<file path="config.mk">
export PLATFORM = sky130hd
export DESIGN_NAME = uart_rx_aux
export DESIGN_NICKNAME = d
export VERILOG_FILES = /design/src/verilog/uart_rx_aux_pkg.sv /design/src/verilog/uart_rx_aux.sv
export SDC_FILE = /design/constraint.sdc
export NUM_CORES = 1
export LEC_CHECK = 0
export ABC_CLOCK_PERIOD_IN_PS = 10800
export BUFFER_PORTS_ARGS = -buffer_cell sky130_fd_sc_hd__buf_4
export CAP_MARGIN = 20
export CORE_UTILIZATION = 55
export DETAILED_ROUTE_END_ITERATION = 10
export GPL_ROUTABILITY_DRIVEN = 0
export PLACE_DENSITY = 0.74
export SLEW_MARGIN = 15
export SYNTH_ARGS = -nofsm -noshare
export SYNTH_HDL_FRONTEND = slang
export SYNTH_SLANG_ARGS = --single-unit
</file>
<file path="constraint.sdc">
create_clock -name pclk -period 10.8 [get_ports pclk]
set_clock_uncertainty 0.05 [all_clocks]
set_input_delay 3.24 -clock pclk [delete_from_list [all_inputs] [get_ports pclk]]
set_output_delay 3.24 -clock pclk [all_outputs]
set_load 0.02 [all_outputs]
</file>
<file path="src/verilog/uart_rx_aux_pkg.sv">
// constants for the receive helper, interrupt and baud generator block
package uart_rx_aux_pkg;
  // register indices; byte address is four times the index
  localparam logic [2:0] IDX_DATA = 3'h0;
  localparam logic [2:0] IDX_IER = 3'h1;
  localparam logic [2:0] IDX_ISR = 3'h2;
  localparam logic [2:0] IDX_FCR = 3'h2; // write side of the status index
  localparam logic [2:0] IDX_LCR = 3'h3;
  localparam logic [2:0] IDX_MCR = 3'h4;
  localparam logic [2:0] IDX_LSR = 3'h5;
  localparam logic [2:0] IDX_MSR = 3'h6;
  localparam logic [2:0] IDX_SPR = 3'h7;
  localparam logic [2:0] IDX_DLL = 3'h0;
  localparam logic [2:0] IDX_DLM = 3'h1;
  localparam logic [2:0] IDX_EFR = 3'h2;
  localparam logic [2:0] IDX_XON1 = 3'h4;
  localparam logic [2:0] IDX_XON2 = 3'h5;
  localparam logic [2:0] IDX_XOFF1 = 3'h6;
  localparam logic [2:0] IDX_XOFF2 = 3'h7;
  localparam int ADDR_W = 12;
  localparam logic [7:0] LCR_KEY = 8'hBF;
  // field positions
  localparam int LCR_DLAB = 7;
  localparam int MCR_CLKSEL = 7;
  localparam int EFR_SPECIAL = 5;
  localparam int IER_THR = 1;
  localparam int IER_RX = 3;
  localparam int IER_SPECIAL = 5;
  localparam int IER_RTS = 6;
  localparam int IER_CTS = 7;
  localparam int FCR_ENABLE = 0;
  localparam int FCR_RXRST = 1;
  // reset values
  localparam logic [7:0] RST_ZERO = 8'h00;
  localparam logic [7:0] RST_SPR = 8'hFF;
  // interrupt codes, bits 5:0 of status
  localparam logic [5:0] ISR_NONE = 6'h01;
  localparam logic [5:0] ISR_RXRDY = 6'h04;
  localparam logic [5:0] ISR_RXTO = 6'h0C;
  localparam logic [5:0] ISR_THRE = 6'h02;
  localparam logic [5:0] ISR_SPECIAL = 6'h10;
  localparam logic [5:0] ISR_FLOW = 6'h20;
  // time-out and baud constants
  localparam int TO_MULT = 4;
  localparam int TO_ADD = 12;
  localparam int WL_BASE = 5;
  localparam logic [3:0] BIT_TICKS_M1 = 4'hF;
  localparam logic [1:0] PRESCALE_M1 = 2'h3;
  localparam int FIFO_DEPTH = 16;
endpackage

</file>
<file path="src/verilog/uart_rx_aux.sv">
// receive helper, interrupt priority, time-out and baud generator with apb access
//
// Our own choices: the address map and the APB interface to the registers.
`timescale 1ns/1ps
module uart_rx_aux #(
  parameter int DEPTH = uart_rx_aux_pkg::FIFO_DEPTH
) (
  // apb slave
  input wire logic pclk,
  input wire logic presetn,
  input wire logic psel,
  input wire logic penable,
  input wire logic pwrite,
  input wire logic [uart_rx_aux_pkg::ADDR_W-1:0] paddr,
  input wire logic [31:0] pwdata,
  output logic [31:0] prdata,
  output logic pready,
  output logic pslverr,
  // characters from the receive shifter, same clock
  input wire logic rx_char_valid,
  input wire logic [7:0] rx_char_data,
  input wire logic rx_stop_mid,
  // transmitter side, same clock
  input wire logic tx_holding_empty,
  input wire logic tx_shift_empty,
  output logic tx_load,
  output logic [7:0] tx_data,
  // pins
  input wire logic osc_in,
  input wire logic cts_n,
  output logic baud_clock_out_n,
  output logic baud_tick,
  output logic int_out
);
  import uart_rx_aux_pkg::*;

  // pointer width; depth must be a power of two so the pointers wrap cleanly
  localparam int AW = $clog2(DEPTH);

  // all state of the block in one record: registers, fifo, counters, outputs
  // the fifo storage sits here too, so depth drives the flop count directly
  typedef struct packed {
    // software-visible registers
    logic [7:0] interrupt_enable_reg;
    logic [7:0] line_control_reg;
    logic [7:0] modem_control_reg;
    logic [7:0] enhanced_feature_reg;
    logic [7:0] xon1;
    logic [7:0] xon2;
    logic [7:0] xoff1;
    logic [7:0] xoff2;
    logic [7:0] dll;
    logic [7:0] divisor_high_byte;
    logic [7:0] spr;
    logic [1:0] trig;
    logic fifo_en;
    // receive fifo storage and pointers
    logic [DEPTH-1:0][7:0] mem;
    logic [AW-1:0] wptr;
    logic [AW-1:0] rptr;
    logic [AW:0] count;
    // sticky flags
    logic overrun;
    logic thr_int;
    logic thre_prev;
    logic spec_int;
    logic flow_int;
    // time-out: bit counter and baud ticks within a bit
    logic [6:0] to_cnt;
    logic [3:0] sub_cnt;
    logic to_int;
    // baud generator: prescaler and divisor counter
    logic [1:0] pre_cnt;
    logic [15:0] div_cnt;
    // two-stage synchronisers plus an edge history stage
    logic osc_s1;
    logic osc_s2;
    logic osc_s3;
    logic cts_s1;
    logic cts_s2;
    logic cts_s3;
    // registered copies of every top-level output
    logic [31:0] prdata;
    logic pready;
    logic pslverr;
    logic int_out;
    logic baud_n;
    logic tick;
    logic tx_load;
    logic [7:0] tx_data;
  } state_t;

  state_t s_q;
  state_t s_d;

  logic [7:0] mask;
  logic [15:0] divisor;
  logic [AW:0] trig_lvl;
  logic [6:0] to_limit;
  logic [5:0] isr_code;
  logic [7:0] rd_val;
  logic [2:0] idx;
  logic mapped;
  logic setup;
  logic access;
  logic rd_rhr;
  logic pre_tick;
  logic div_tick;
  logic push;
  logic pop;
  logic to_restart;
  logic match;

  // word-length mask and time-out length from line control
  // trigger level decode sits here too; all three are pure decodes
  always_comb begin
    unique case (s_q.line_control_reg[1:0])
      2'b00: mask = 8'h1F;
      2'b01: mask = 8'h3F;
      2'b10: mask = 8'h7F;
      default: mask = 8'hFF;
    endcase
    to_limit = 7'(TO_MULT * (WL_BASE + int'(s_q.line_control_reg[1:0])) + TO_ADD);
    unique case (s_q.trig)
      2'b00: trig_lvl = (AW+1)'(1);
      2'b01: trig_lvl = (AW+1)'(4);
      2'b10: trig_lvl = (AW+1)'(8);
      default: trig_lvl = (AW+1)'(14);
    endcase
  end

  // divisor from high and low bytes
  // a divisor of zero stops the generator rather than dividing by 65536
  assign divisor = {s_q.divisor_high_byte, s_q.dll};

  // single highest pending source, flow lowest
  always_comb begin
    isr_code = ISR_NONE;
    // rx data and time-out under bit 3
    if (s_q.interrupt_enable_reg[IER_RX] && s_q.to_int) begin
      isr_code = ISR_RXTO;
    end else if (s_q.interrupt_enable_reg[IER_RX] && s_q.count >= trig_lvl) begin
      isr_code = ISR_RXRDY;
    end else if (s_q.interrupt_enable_reg[IER_THR] && s_q.thr_int) begin
      isr_code = ISR_THRE;
    end else if (s_q.interrupt_enable_reg[IER_SPECIAL] && s_q.spec_int) begin
      isr_code = ISR_SPECIAL;
    end else if ((s_q.interrupt_enable_reg[IER_CTS] || s_q.interrupt_enable_reg[IER_RTS]) && s_q.flow_int) begin
      isr_code = ISR_FLOW;
    end
  end

  // register read mux with bank selection
  always_comb begin
    // word index from the byte address; low bits must be zero
    idx = paddr[4:2];
    mapped = (paddr[ADDR_W-1:5] == '0) && (paddr[1:0] == 2'b00);
    rd_val = 8'h00;
    rd_rhr = 1'b0;
    // key value opens the feature bank
    if (s_q.line_control_reg == LCR_KEY && (idx == IDX_EFR || idx >= IDX_XON1)) begin
      unique case (idx)
        IDX_EFR: rd_val = s_q.enhanced_feature_reg;
        IDX_XON1: rd_val = s_q.xon1;
        IDX_XON2: rd_val = s_q.xon2;
        IDX_XOFF1: rd_val = s_q.xoff1;
        default: rd_val = s_q.xoff2;
      endcase
    // divisor bytes behind line bit 7
    end else if (s_q.line_control_reg[LCR_DLAB] && idx == IDX_DLL) begin
      rd_val = s_q.dll;
    end else if (s_q.line_control_reg[LCR_DLAB] && idx == IDX_DLM) begin
      rd_val = s_q.divisor_high_byte;
    end else begin
      unique case (idx)
        IDX_DATA: begin
          rd_val = s_q.mem[s_q.rptr];
          rd_rhr = 1'b1;
        end
        IDX_IER: rd_val = s_q.interrupt_enable_reg;
        IDX_ISR: rd_val = {{2{s_q.fifo_en}}, isr_code};
        IDX_LCR: rd_val = s_q.line_control_reg;
        IDX_MCR: rd_val = s_q.modem_control_reg;
        IDX_LSR: rd_val = {1'b0, tx_shift_empty, tx_holding_empty, 3'b000,
                           s_q.overrun, s_q.count != '0};
        IDX_MSR: rd_val = {3'b000, ~s_q.cts_s2, 4'h0};
        default: rd_val = s_q.spr;
      endcase
    end
  end

  // apb phases; access only counts once our own pready is up
  assign setup = psel && !penable;
  assign access = psel && penable && s_q.pready;
  // osc must stay well under half of pclk or synchronised edges are lost
  assign pre_tick = s_q.osc_s2 && !s_q.osc_s3 &&
                    (!s_q.modem_control_reg[MCR_CLKSEL] || s_q.pre_cnt == PRESCALE_M1);
  assign div_tick = pre_tick && divisor != 16'h0000 &&
                    s_q.div_cnt >= divisor - 16'h0001;
  // reading an empty holding register pops nothing but still restarts the time-out
  assign pop = access && !pwrite && mapped && rd_rhr && s_q.count != '0;
  assign push = rx_char_valid && s_q.count < (AW+1)'(DEPTH);
  // bit 0 aligned with first received bit, masked
  // bits above the programmed word length never take part in the compare
  assign match = ((rx_char_data ^ s_q.xoff2) & mask) == 8'h00;
  // restart at stop middle or holding read
  assign to_restart = rx_stop_mid || (access && !pwrite && mapped && rd_rhr);

  // next-state logic
  always_comb begin
    s_d = s_q;
    s_d.tx_load = 1'b0;
    // apb answer: data captured in setup, pready in access
    // read data is frozen at setup, so a push in the access cycle cannot tear it
    s_d.pready = setup;
    if (setup) begin
      s_d.prdata = {24'h000000, mapped ? rd_val : 8'h00};
      s_d.pslverr = !mapped;
    end else begin
      s_d.pslverr = 1'b0;
    end
    // pin synchronisers
    s_d.osc_s1 = osc_in;
    s_d.osc_s2 = s_q.osc_s1;
    s_d.osc_s3 = s_q.osc_s2;
    s_d.cts_s1 = cts_n;
    s_d.cts_s2 = s_q.cts_s1;
    s_d.cts_s3 = s_q.cts_s2;
    // optional divide by four before divisor
    if (s_q.osc_s2 && !s_q.osc_s3) begin
      s_d.pre_cnt = s_q.modem_control_reg[MCR_CLKSEL] ? s_q.pre_cnt + 2'h1 : 2'h0;
    end
    // programmable divisor counter, osc edge counted
    // a divisor lowered below the count ends the period on the next prescaled osc edge
    if (div_tick) begin
      s_d.div_cnt = 16'h0000;
    end else if (pre_tick) begin
      s_d.div_cnt = s_q.div_cnt + 16'h0001;
    end
    // one low pulse per divisor period, shared tick
    s_d.baud_n = !div_tick;
    s_d.tick = div_tick;
    // bit period of sixteen baud ticks
    if (to_restart) begin
      s_d.sub_cnt = 4'h0;
      s_d.to_cnt = 7'h00;
      s_d.to_int = 1'b0;
    end else if (div_tick) begin
      s_d.sub_cnt = s_q.sub_cnt + 4'h1;
      if (s_q.sub_cnt == BIT_TICKS_M1 && s_q.to_cnt < to_limit) begin
        s_d.to_cnt = s_q.to_cnt + 7'h01;
      end
    end
    if (s_q.to_cnt >= to_limit && s_q.count != '0 && !to_restart) begin
      s_d.to_int = 1'b1;
    end
    if (push) begin
      s_d.mem[s_q.wptr] = rx_char_data;
      s_d.wptr = s_q.wptr + AW'(1);
    end
    if (pop) begin
      s_d.rptr = s_q.rptr + AW'(1);
    end
    s_d.count = s_q.count + (AW+1)'(push) - (AW+1)'(pop);
    // an emptied fifo can never hold a pending time-out
    if (s_d.count == '0) begin
      s_d.to_int = 1'b0;
    end
    // flow interrupt: rx fifo reaches trigger or cts released
    // register writes
    if (access && pwrite && mapped) begin
      if (s_q.line_control_reg == LCR_KEY && (idx == IDX_EFR || idx >= IDX_XON1)) begin
        unique case (idx)
          IDX_EFR: s_d.enhanced_feature_reg = pwdata[7:0];
          IDX_XON1: s_d.xon1 = pwdata[7:0];
          IDX_XON2: s_d.xon2 = pwdata[7:0];
          IDX_XOFF1: s_d.xoff1 = pwdata[7:0];
          default: s_d.xoff2 = pwdata[7:0];
        endcase
      end else if (s_q.line_control_reg[LCR_DLAB] && idx == IDX_DLL) begin
        s_d.dll = pwdata[7:0];
      end else if (s_q.line_control_reg[LCR_DLAB] && idx == IDX_DLM) begin
        s_d.divisor_high_byte = pwdata[7:0];
      end else begin
        unique case (idx)
          IDX_DATA: begin
            s_d.tx_load = 1'b1;
            s_d.tx_data = pwdata[7:0];
            s_d.thr_int = 1'b0;
          end
          IDX_IER: s_d.interrupt_enable_reg = pwdata[7:0];
          IDX_ISR: begin
            s_d.fifo_en = pwdata[FCR_ENABLE];
            s_d.trig = pwdata[7:6];
            // receive fifo reset wins over a push in the same cycle
            if (pwdata[FCR_RXRST]) begin
              s_d.wptr = '0;
              s_d.rptr = '0;
              s_d.count = '0;
              s_d.to_int = 1'b0;
            end
          end
          IDX_LCR: s_d.line_control_reg = pwdata[7:0];
          IDX_MCR: s_d.modem_control_reg = pwdata[7:0];
          IDX_SPR: s_d.spr = pwdata[7:0];
          default: ;
        endcase
      end
    end
    // status read side effects use the code captured in setup
    if (access && !pwrite && mapped && !s_q.line_control_reg[LCR_DLAB] && idx == IDX_ISR) begin
      unique case (s_q.prdata[5:0])
        ISR_THRE: s_d.thr_int = 1'b0;
        ISR_SPECIAL: s_d.spec_int = 1'b0;
        ISR_FLOW: s_d.flow_int = 1'b0;
        default: ;
      endcase
    end
    // overrun clears on a status read unless a new drop lands that cycle
    if (access && !pwrite && mapped && !s_q.line_control_reg[LCR_DLAB] && idx == IDX_LSR) begin
      s_d.overrun = 1'b0;
    end
    // event sets after clears so a coincident event wins
    if (rx_char_valid && !push) begin
      s_d.overrun = 1'b1;
    end
    // holding empty edge raises transmit interrupt
    // edge history for the holding-empty level
    s_d.thre_prev = tx_holding_empty;
    if (tx_holding_empty && !s_q.thre_prev) begin
      s_d.thr_int = 1'b1;
    end
    // enabled special match flagged, char already queued
    if (push && s_q.enhanced_feature_reg[EFR_SPECIAL] && match) begin
      s_d.spec_int = 1'b1;
    end
    // cts release or rts trigger reach
    if ((s_q.interrupt_enable_reg[IER_CTS] && s_q.cts_s2 && !s_q.cts_s3) ||
        (s_q.interrupt_enable_reg[IER_RTS] && push && s_q.count + (AW+1)'(1) == trig_lvl)) begin
      s_d.flow_int = 1'b1;
    end
    // pin follows the status code one cycle later
    s_d.int_out = isr_code != ISR_NONE;
  end

  // state register
  // transmit flag starts set with its history high, so no extra edge follows reset
  always_ff @(posedge pclk or negedge presetn) begin
    if (!presetn) begin
      s_q <= '0;
      s_q.spr <= RST_SPR;
      s_q.thr_int <= 1'b1;
      s_q.thre_prev <= 1'b1;
      s_q.baud_n <= 1'b1;
      s_q.osc_s1 <= 1'b0;
      s_q.cts_s1 <= 1'b0;
    end else begin
      s_q <= s_d;
    end
  end

  // outputs straight from flip-flops
  assign prdata = s_q.prdata;
  assign pready = s_q.pready;
  assign pslverr = s_q.pslverr;
  assign tx_load = s_q.tx_load;
  assign tx_data = s_q.tx_data;
  assign baud_clock_out_n = s_q.baud_n;
  assign baud_tick = s_q.tick;
  assign int_out = s_q.int_out;
endmodule

</file>
==> run metrics, run 1 <==
status complete, no violations; DRT Pass-1 Iters 5; dpl ws 4.24 ns; Synth Instances around 1300; Final Cycle Share roughly 57%; Leakage 7.66 nW; Routed Antenna Nets 0; Vert. Die Dim 168 µm; Final HPWL DP about 24 mm; post-route insts no fill between 1500 and 2000; Switching Share 27.1%; Worst-Margin Slew 1.06 ns; Tot GR Track Use approximately a quarter; worst path required time roughly 11 ns; Max Slew Vio Count 0; CP Max Fanout between 50 and 60; Post-synth ARST share 100%; initial antenna violation count 0; CTS sink cnt approximately 300; drt drc 0; Synth cell types between 60 and 70; Die W between 150 and 200 µm; Fmax 0.163 GHz; Setup CP Type in -> reg; Cell Rows 60; largest net degree at the start of global routing 170; Pint roughly 0.0023 W; Clock Latency Late Sink ~0.55 ns; via/cell ratio about 6.1; final net count around 1400; Worst Hold Depth 0; Via Count around 10000; Post-synth EDFFs 0; CP Data Arrival Time 6.47 ns; Hold Slack 0.300 ns; Max IR drop VDD 154 µV; R2R cell count 14; Main synth FF type dfrtp_1; combinational power share roughly 21%; Rel. slew slack about 27%; Pwr Total around 0.0032 W; H-tree Lvls 1; CTS tree built; post-synthesis cell area 0.0152 mm²; CTS max path bufs 3; PD cells between 150 and 200 mW/mm²; clock share of power around a third; Synth-to-Final Area Change 9.62%; share of cells above drive strength 1 around 30%; max-cap viol count 0; average size of a mapped cell between 10 and 15 µm²; Final setup viols 0; Routed WL per cell between 20 and 25 µm; root buffer cell clkbuf_16; ANT cells 0; Fin. Hold Viols 0; Synth warnings 0; grt ovf 0; Crit. End Element flip-flop; min Tclk post-route around 6 ns; DRT iter0 DRCs 939; CTS buffer count 31; PostCTS Resize Cnt 0; Worst Hold Class reg -> reg; cell count after placement between 1500 and 2000; Setup TNS 0 ns; Seq cells post-synth between 200 and 300; Post-CTS Hold Buffers 0; clk slew on worst S/H paths ~0.060 ns; CP Launch Type input pin; Initial Utilization 56.3%; Sequential Power Share a little under half; boundary pin count ~110; I/O Buffers 60; first-pass GRT wire length between 50 and 60 mm; Total Routed Length 34.8 mm; die area about 0.028 mm²; Sw Pwr just under 0.0009 W; vias in the first global route about 10000; register area share after synthesis 48.6%; unrepaired setup endpoints after global routing false; core area approximately 0.027 mm²; Setup Buffers After CTS 0; final setup margin approximately 4.7 ns
cell families (layout without fill, tap and decap cells):
family,Yosys count,count (layout),synth area share [%]
simple gates,287,287,9.50
mux,284,284,23.1
buf+inv,137,159,4.59
flops,295,295,48.6
other cells,1,24,0.0246
compound gates,171,171,7.36
xor+xnor,50,50,2.88
fa+ha+maj,47,47,3.91
sequential cells by signal, indices dropped and copies added, names as in the netlist:
name and count:
tx_data 8, prdata 8, baud_clock_out_n 1, divisor 16, tx_load 1, s_q 253
pready 1, baud_tick 1, pslverr 1, int_out 1, s_d 4
layout make-up:
class	instances	area (µm²)
fill	2072	10300
clock buffer	46	892
multi-input combinational	863	7210
tap	341	427
inverter	38	143
timing repair buffer	65	508
clock inverter	10	105
sequential	295	7400
critical path, cell delays in order:
cell and delay (ns):
buf_4 0.30, nor3_1 0.71, nand4_1 0.44, inv_1 0.18, ha_1 0.24, inv_1 0.05, ha_1 0.16, inv_1 0.06
fa_1 0.40, inv_1 0.07, a21oi_1 0.06, o21bai_1 0.16, xnor2_1 0.16, a21oi_1 0.09, nor3b_1 0.14
stage by stage:
stage,area [µm²],util (%)
finish,16700,61.7
global route,16700,61.7
CTS,16700,61.7
detailed placement,15700,58.1
global placement,15700,58.1
floorplan,15300,-
power by group through the flow:
| stage | clock network (W) | logic, W | registers (W) |
|---|---|---|---|
| final | 0.00104 | 0.000658 | 0.00150 |
| after global routing | 0.00110 | 0.000724 | 0.00153 |
| after floorplan | 0 | 0.000517 | 0.00146 |
| after global placement | 0 | 0.000630 | 0.00149 |
| after detailed placement | 0 | 0.000659 | 0.00151 |
| after CTS | 0.00106 | 0.000663 | 0.00150 |
per-layer routing:
layer  global-route usage, %  part of all wire [%]  vias to the layer above
met5                       0                     0                        -
met4                    7.71                   3.0                        0
li1                        -                     -                     4572
met2                    41.9                    48                      326
met1                    34.3                    43                     5145
met3                    3.24                   5.4                       73
worst paths after layout:
check / startpoint / end / slack (ns)
min in group asynchronous: presetn / baud_tick / 2.74
max: paddr[4] / s_q[70] / 4.67
min reg2reg: s_d[50] / s_d[49] / 0.30
max in group asynchronous: presetn / s_q[209] / 6.48
min: s_d[50] / s_d[49] / 0.30
max reg2reg: divisor[2] / s_q[73] / 6.53
cell usage after synthesis (5+ instances only):
cell	n	area [µm²]
ha_1	46	576
nand2b_1	13	81.3
buf_2	15	75.1
nor2_1	95	357
a221oi_1	7	61.3
mux2_2	224	2520
mux2i_1	28	280
nor2b_1	10	62.6
nor3_1	16	80.1
clkbuf_1	37	139
a21oi_1	36	180
nand3_1	28	140
nor4_1	8	50.1
or4_1	5	37.5
buf_4	42	315
o21ai_0	44	220
dfrtp_1	284	7110
xor2_1	21	184
o22ai_1	11	68.8
xnor2_1	29	254
o211ai_1	9	67.6
a221o_1	5	50.1
mux4_2	32	721
inv_1	37	139
dfstp_2	11	289
o31ai_1	9	67.6
nand2_1	67	251
nand4_1	13	81.3
a211oi_1	6	45.0
cell usage in the layout (no fill, tap or decap), types with 5 or more instances in the layout:
cell / count
a211oi_1: 6
nor3_1: 16
o31ai_1: 9
o211ai_1: 9
nand2_1: 67
or4_1: 5
conb_1: 24
a221o_1: 5
buf_4: 63
clkbuf_16: 31
o21ai_0: 43
xor2_1: 21
o22ai_1: 11
nor4_1: 8
xnor2_1: 29
ha_1: 46
nand4_1: 13
dfstp_2: 11
nor2_1: 95
dfrtp_1: 283
clkbuf_8: 6
nand3_1: 28
nor2b_1: 10
inv_1: 37
nand2b_1: 13
clkbuf_1: 9
clkinv_2: 6
mux2_2: 224
a221oi_1: 7
mux2i_1: 28
a21oi_1: 36
mux4_2: 32
Note: power is estimated with default switching activity, not from simulation.
==> run 2, diff against run 1 <==
- ABC_AREA: unset -> 1
- ABC_CLOCK_PERIOD_IN_PS: 10800 -> 6150
- clock period: 10.8 -> 6.15 ns (I/O delays scaled with it)
==> run 2 against run 1 <==
Flip-flop and latch count unchanged; via count increased by 27%; synthesized cell count increased by 51%; first-iteration DRC count increased by 18%; sequential share of layout area decreased by 0.32 points; count of clock-buffer cells in the layout increased by 5; sequential power increased by 71%; wire length increased by 13%; critical path type unchanged; critical endpoint is now s_q[91]; largest cell class unchanged; largest power group unchanged.
==> run metrics, run 2 <==
Fmax about 0.22 GHz; Synth cell types 50 (was 68); die area 0.0283 mm² (about the same); commonest cells after routing, fill and taps aside nand2_1, dfrtp_1, o21ai_0 (was dfrtp_1, mux2_2, nor2_1); worst path required time 6.55 ns (was 11.13 ns); Seq cells post-synth 295 (unchanged); dominant cells by area after synthesis dfrtp_1, nand2_1, o21ai_0 (was dfrtp_1, mux2_2, mux4_2); PostCTS Resize Cnt 0 (unchanged); min Tclk post-route about 4.5 ns; R2R Path End s_q[77] (was s_q[73]); count leader, synth nand2_1 (was dfrtp_1); Post-DP Area 0.0157 mm² (about the same); FF-to-FF Start divisor[0] (was divisor[2]); Post-synth EDFFs 0 (unchanged); Synth-to-Final Area Change 10.6% (was 9.62%); Tot GR Track Use 28.6% (was 25.1%); Setup crit end s_q[91] (was s_q[70]); CP Launch Type input pin (unchanged); initial antenna violation count 0 (unchanged); CP Max Fanout 10 (was 51); core area 0.0270 mm² (unchanged); Setup CP Type in -> reg (unchanged); CTS buffer count 34 (was 31); DRT Pass-1 Iters 5 (unchanged); Post-CTS Hold Buffers 0 (unchanged); Fin. Hold Viols 0 (unchanged); Initial Utilization 56.2% (was 56.3%); Vert. Die Dim 168 µm (about the same); clk slew on worst S/H paths 0.05 ns (was 0.06 ns); commonest non-fill, non-tap cell in the layout nand2_1 (was dfrtp_1); Routed Antenna Nets 0 (unchanged); Main synth FF type dfrtp_1 (unchanged); unrepaired setup endpoints after global routing false (unchanged); first-pass GRT wire length 63.7 mm (was 56.0 mm); largest net degree at the start of global routing 104 (was 170); I/O Buffers 60 (unchanged); final core occ 62.2% (was 61.7%); register area share after synthesis 48.7% (was 48.6%); via/cell ratio 5.58 (was 6.10); Setup Buffers After CTS 0 (unchanged); reg2reg setup slack 2.30 ns (was 6.53 ns); Largest Register s_q (unchanged); vias in the first global route 12200 (was 10200); CTS max path bufs 3 (unchanged); Post-synth ARST share 100% (unchanged); final instance area 0.0168 mm² (was 0.0167 mm²); Synth warnings 0 (unchanged); Worst Setup SP paddr[3] (was paddr[4]); Via Count 12900 (was 10100); Die W 168 µm (about the same); final net count 2052 (was 1404); CP Data Arrival Time 4.93 ns (was 6.47 ns); Commonest cells post-synth nand2_1, dfrtp_1, o21ai_0, inv_1, nor2_1 (was dfrtp_1, mux2_2, nor2_1, nand2_1, ha_1); Leakage 8.27 nW (was 7.66 nW); Worst-Margin Slew 0.942 ns (was 1.06 ns); CTS tree built (unchanged); Setup TNS 0 ns (unchanged); Final setup viols 0 (unchanged); Max IR drop VDD 311 µV (was 154 µV); R2R cell count 19 (was 14); Clock Latency Late Sink 0.51 ns (was 0.55 ns); Max Slew Vio Count 0 (unchanged); PD cells 340 mW/mm² (was 191 mW/mm²); Worst Hold Class reg -> reg (unchanged); share of cells above drive strength 1 8.50% (was 29.9%); max-cap viol count 0 (unchanged); largest area contributor in the netlist dfrtp_1 (unchanged); H-tree Lvls 2 (was 1); Final HPWL DP 26.9 mm (was 23.6 mm); root buffer cell clkbuf_16 (unchanged); area share of the largest cell type after synthesis 46.8% (was 46.7%); Total Routed Length 39.5 mm (was 34.8 mm); Rel. slew slack 37.2% (was 27.2%); grt ovf 0 (unchanged); Final Cycle Share 73.5%; ANT cells 0 (unchanged); Cell Rows 60 (unchanged); Routed WL per cell 17.1 µm (was 21.0 µm); boundary pin count 109 (unchanged); Crit. End Element flip-flop (unchanged); Synth Instances 1923 (was 1272); CTS sink cnt 295 (unchanged); DRT iter0 DRCs 1106 (was 939); drt drc 0 (unchanged); average size of a mapped cell 7.90 µm² (was 12.0 µm²); status complete, no violations (unchanged); max FFs per register 253 (unchanged); post-synthesis cell area 0.0152 mm² (about the same)
run 2: cell types whose count changed in the layout (fill, tap and decap cells not counted), moves of 12 or more:
cell and delta:
nand2_1 +439, mux4_2 -32, mux2i_1 -28, a21oi_1 +38
inv_1 +156, o21ai_1 +23, o21ai_0 +217, nand2b_1 -13
mux2_2 -224, nand3_1 +75, nor2_1 +55, xnor2_1 -12
run 2: worst min path at each step:
stage / end / cells after the start / start
final: s_d[49] / 0 / s_d[50]
after global routing: s_d[49] / 0 / s_d[50]
after detailed placement: s_d[49] / 0 / s_d[50]
after CTS: s_d[49] / 0 / s_d[50]
after global placement: s_d[49] / 0 / s_d[50]
after floorplan: s_d[46] / 0 / s_d[47]
run 2: stage by stage:
stage | worst slack [ns] | instances | total power [W] | hold WS (ns)
after floorplan | 1.79 | 1946 | 0.00344 | 0.281
final | 1.63 | 2305 | 0.00572 | 0.315
after CTS | 1.68 | 2300 | 0.00573 | 0.305
after global placement | 1.23 | 2240 | 0.00370 | 0.295
after detailed placement | 1.15 | 2242 | 0.00378 | 0.296
after global routing | 1.47 | 2305 | 0.00606 | 0.320
run 2: critical path, stage by stage:
cell and delay [ns]:
buf_4 0.15, nor2_1 0.17, inv_1 0.08, nor2_2 0.46
nand3_1 0.24, nor2_1 0.28, ha_1 0.29, inv_1 0.06
ha_1 0.17, inv_1 0.06, fa_1 0.40, o21ai_0 0.25
xnor2_1 0.11, or2_2 0.29, inv_1 0.05
run 2: power breakdown:
| group | total (W) | switching (W) | internal (W) |
|---|---|---|---|
| Sequential | 0.00257 | 0.000211 | 0.00236 |
| Clock | 0.00195 | 0.000786 | 0.00116 |
| Combinational | 0.00119 | 0.000739 | 0.000452 |
| Total | 0.00572 | 0.00174 | 0.00398 |
run 2: cells by family after synthesis:
family / after synthesis / synth area share [%]
AOI/OAI and AO/OA: 398 / 13.9
other: 1 / 0.0247
DFF: 295 / 48.7
and+or+nand+nor: 822 / 22.2
adders and majority gates: 47 / 3.92
buffers and inverters: 321 / 9.02
xor gates and xnor gates: 39 / 2.25
run 2: routing by layer:
metal,global-route usage (%),part of all wire (%)
met1,37.7,42
met2,46.5,47
met5,0,0
met3,5.17,7.1
met4,12.5,4.4
run 2: final cells by class:
cell class	count	area (µm²)
Sequential cell	295	7400
Inverter	204	766
Multi-Input combinational cell	1330	6520
Tap cell	341	427
Clock buffer	51	1040
Clock inverter	7	41.3
Fill cell	2303	10200
Timing Repair Buffer	77	617
==> run 3, diff against run 2 <==
- ABC_AREA: 1 -> 0
- ABC_CLOCK_PERIOD_IN_PS: 6150 -> 4050
- PLACE_DENSITY: 0.74 -> 0.77
- clock period: 6.15 -> 4.05 ns (I/O delays scaled with it)
==> run 3 against run 2 <==
Hold slack worse by 0.030 ns; wire length is 8.4% lower; global-route usage is 2.6 points lower; largest cell class unchanged; critical path depth is 2 lower; die area is 0.20% higher; worst setup slack worse by 1.3 ns; final cell count is 27% lower; total power is 53% higher; non-clock buffer count is 17 higher.
==> run metrics, run 3 (same netlist as run 1, synthesis figures left out) <==
status complete, no violations (unchanged); min-delay src s_d[50] (unchanged); worst path required time 4.49 ns (was 6.55 ns); Worst Hold Depth 0 (unchanged); Die W 168 µm (about the same); PD cells 516 mW/mm² (was 340 mW/mm²); Worst Hold Endpoint s_d[49] (unchanged); Fin. Hold Viols 0 (unchanged); Post-CTS Hold Buffers 0 (unchanged); Pwr Total 0.00876 W (was 0.00572 W); Routed Antenna Nets 0 (unchanged); final net count 1433 (was 2052); Worst Hold Class reg -> reg (unchanged); unrepaired setup endpoints after global routing false (unchanged); Tot GR Track Use 26.1% (was 28.6%); FF+latch area 0.00740 mm² (unchanged); Rel. slew slack 37.6% (was 37.2%); CP Max Fanout 13 (was 10); H-tree Lvls 1 (was 2); Setup CP Type reg -> reg (was in -> reg); FF-to-FF Start divisor[0] (unchanged); via/cell ratio 6.22 (was 5.58); DRT Pass-1 Iters 5 (unchanged); Initial Utilization 56.3% (was 56.2%); CTS buffer count 31 (was 34); Fmax around 0.27 GHz; R2R cell count 13 (was 19); drt drc 0 (unchanged); Final setup viols 0 (unchanged); Final HPWL DP 24.4 mm (was 26.9 mm); root buffer cell clkbuf_16 (unchanged); Worst-Margin Slew 0.933 ns (was 0.942 ns); ANT cells 0 (unchanged); CTS max path bufs 3 (unchanged); grt ovf 0 (unchanged); commonest non-fill, non-tap cell in the layout dfrtp_1 (was nand2_1); max FFs per register 253 (unchanged); max-cap viol count 0 (unchanged); reg2reg setup slack 0.31 ns (was 2.30 ns); I/O Buffers 60 (unchanged); Post-DP Area 0.0159 mm² (was 0.0157 mm²); Cell Rows 60 (unchanged); boundary pin count 109 (unchanged); Synth-to-Final Area Change 11.6% (was 10.6%); CP Data Arrival Time 4.19 ns (was 4.93 ns); Setup TNS 0 ns (unchanged); initial antenna violation count 0 (unchanged); Max Slew Vio Count 0 (unchanged); commonest cells after routing, fill and taps aside dfrtp_1, mux2_2, nor2_1 (was nand2_1, dfrtp_1, o21ai_0); Max IR drop VDD 428 µV (was 311 µV); CP Launch Type flip-flop (was input pin); fillers 2062 (was 2303); core area 0.0270 mm² (unchanged); Routed WL per cell 21.4 µm (was 17.1 µm); share of cells above drive strength 1 31.8% (was 8.50%); first-pass GRT wire length 57.8 mm (was 63.7 mm); die area 0.0283 mm² (about the same); vias in the first global route 10600 (was 12200); Total Routed Length 36.2 mm (was 39.5 mm); CTS tree built (unchanged); min Tclk post-route ~3.7 ns; CTS sink cnt 295 (unchanged); Multi-input gate area 0.00722 mm² (was 0.00652 mm²); final instance area 0.0170 mm² (was 0.0168 mm²); clk slew on worst S/H paths 0.06 ns (was 0.05 ns); DRT iter0 DRCs 1011 (was 1106); Final Cycle Share 92.5%; Clock Latency Late Sink 0.58 ns (was 0.51 ns); Largest Register s_q (unchanged); Crit. End Element flip-flop (unchanged); R2R Path End s_q[77] (unchanged); Via Count 10500 (was 12900); Vert. Die Dim 168 µm (about the same); Leakage 7.85 nW (was 8.27 nW); largest net degree at the start of global routing 110 (was 104)
[run 3: cell count changes in the layout (fill, tap and decap cells not counted), sizes merged, moves of 10 or more]
cell / before / now
nand3: 104 / 30
buf: 77 / 94
a21oi: 74 / 36
xnor2: 17 / 29
mux4: 0 / 32
nand2: 510 / 67
mux2: 0 / 224
nor2: 156 / 98
nand2b: 0 / 13
mux2i: 0 / 28
nor2b: 0 / 10
o21ai: 285 / 45
inv: 199 / 40
[run 3: cell type report]
| type | count | share of cell area [%] |
|---|---|---|
| clock buffers | 43 | 5.12 |
| clock inverters | 15 | 1.16 |
| well taps | 341 | 2.51 |
| inverters | 38 | 0.839 |
| repair buffers | 94 | 4.34 |
| multi-input cells | 863 | 42.5 |
| flip-flops and latches | 295 | 43.5 |
[run 3: stage by stage]
stage | hold slack (ns) | utilization (%) | instances | setup slack [ns]
finish | 0.284 | 62.9 | 1689 | 0.305
global route | 0.290 | 62.9 | 1689 | 0.0221
CTS | 0.290 | 62.9 | 1689 | 0.281
detailed placement | 0.286 | 58.9 | 1631 | 0.0430
global placement | 0.284 | 58.9 | 1631 | 0.0805
floorplan | 0.281 | - | 1295 | 0.297
[run 3: layer usage]
metal  share of wire, %  wire [µm]  track usage (%)  up-vias
li1                   -          -                -     4645
met1                 41      14900             34.5     5316
met2                 48      17500             43.2      446
met3                7.2       2600             4.56       95
met4                3.2       1170             9.29        0
met5                  0          0                0        -
[run 3: power by group]
part | switching [W] | internal (W)
Clock | 0.00121 | 0.00176
Combinational | 0.000812 | 0.000976
Sequential | 0.000396 | 0.00360
[run 3: how the worst max path moves through the flow]
stage | startpoint | end
after floorplan | paddr[9] | s_q[70]
after global placement | paddr[9] | s_q[70]
after detailed placement | paddr[9] | s_q[70]
after CTS | divisor[0] | s_q[73]
after global routing | divisor[0] | s_q[77]
final | divisor[0] | s_q[77]
[run 3: timing repair]
item,4_1_cts,5_1_grt
endpoints found under the hold margin,0,0
setup endpoints to repair,0,2
resized for setup,0,1
buffers inserted,0,0
[run 3: critical path: stages, from the launching register on]
cell and delay, ns:
dfrtp_1 0.40, inv_1 0.15, ha_1 0.23, nand3_1 0.15
or4_1 0.54, nor2_1 0.17, xnor2_1 0.11, ha_1 0.34
nand4_1 0.12, a211oi_1 0.27, a221oi_2 0.12, o21a_1 0.34
or4_1 0.51, a21oi_1 0.15
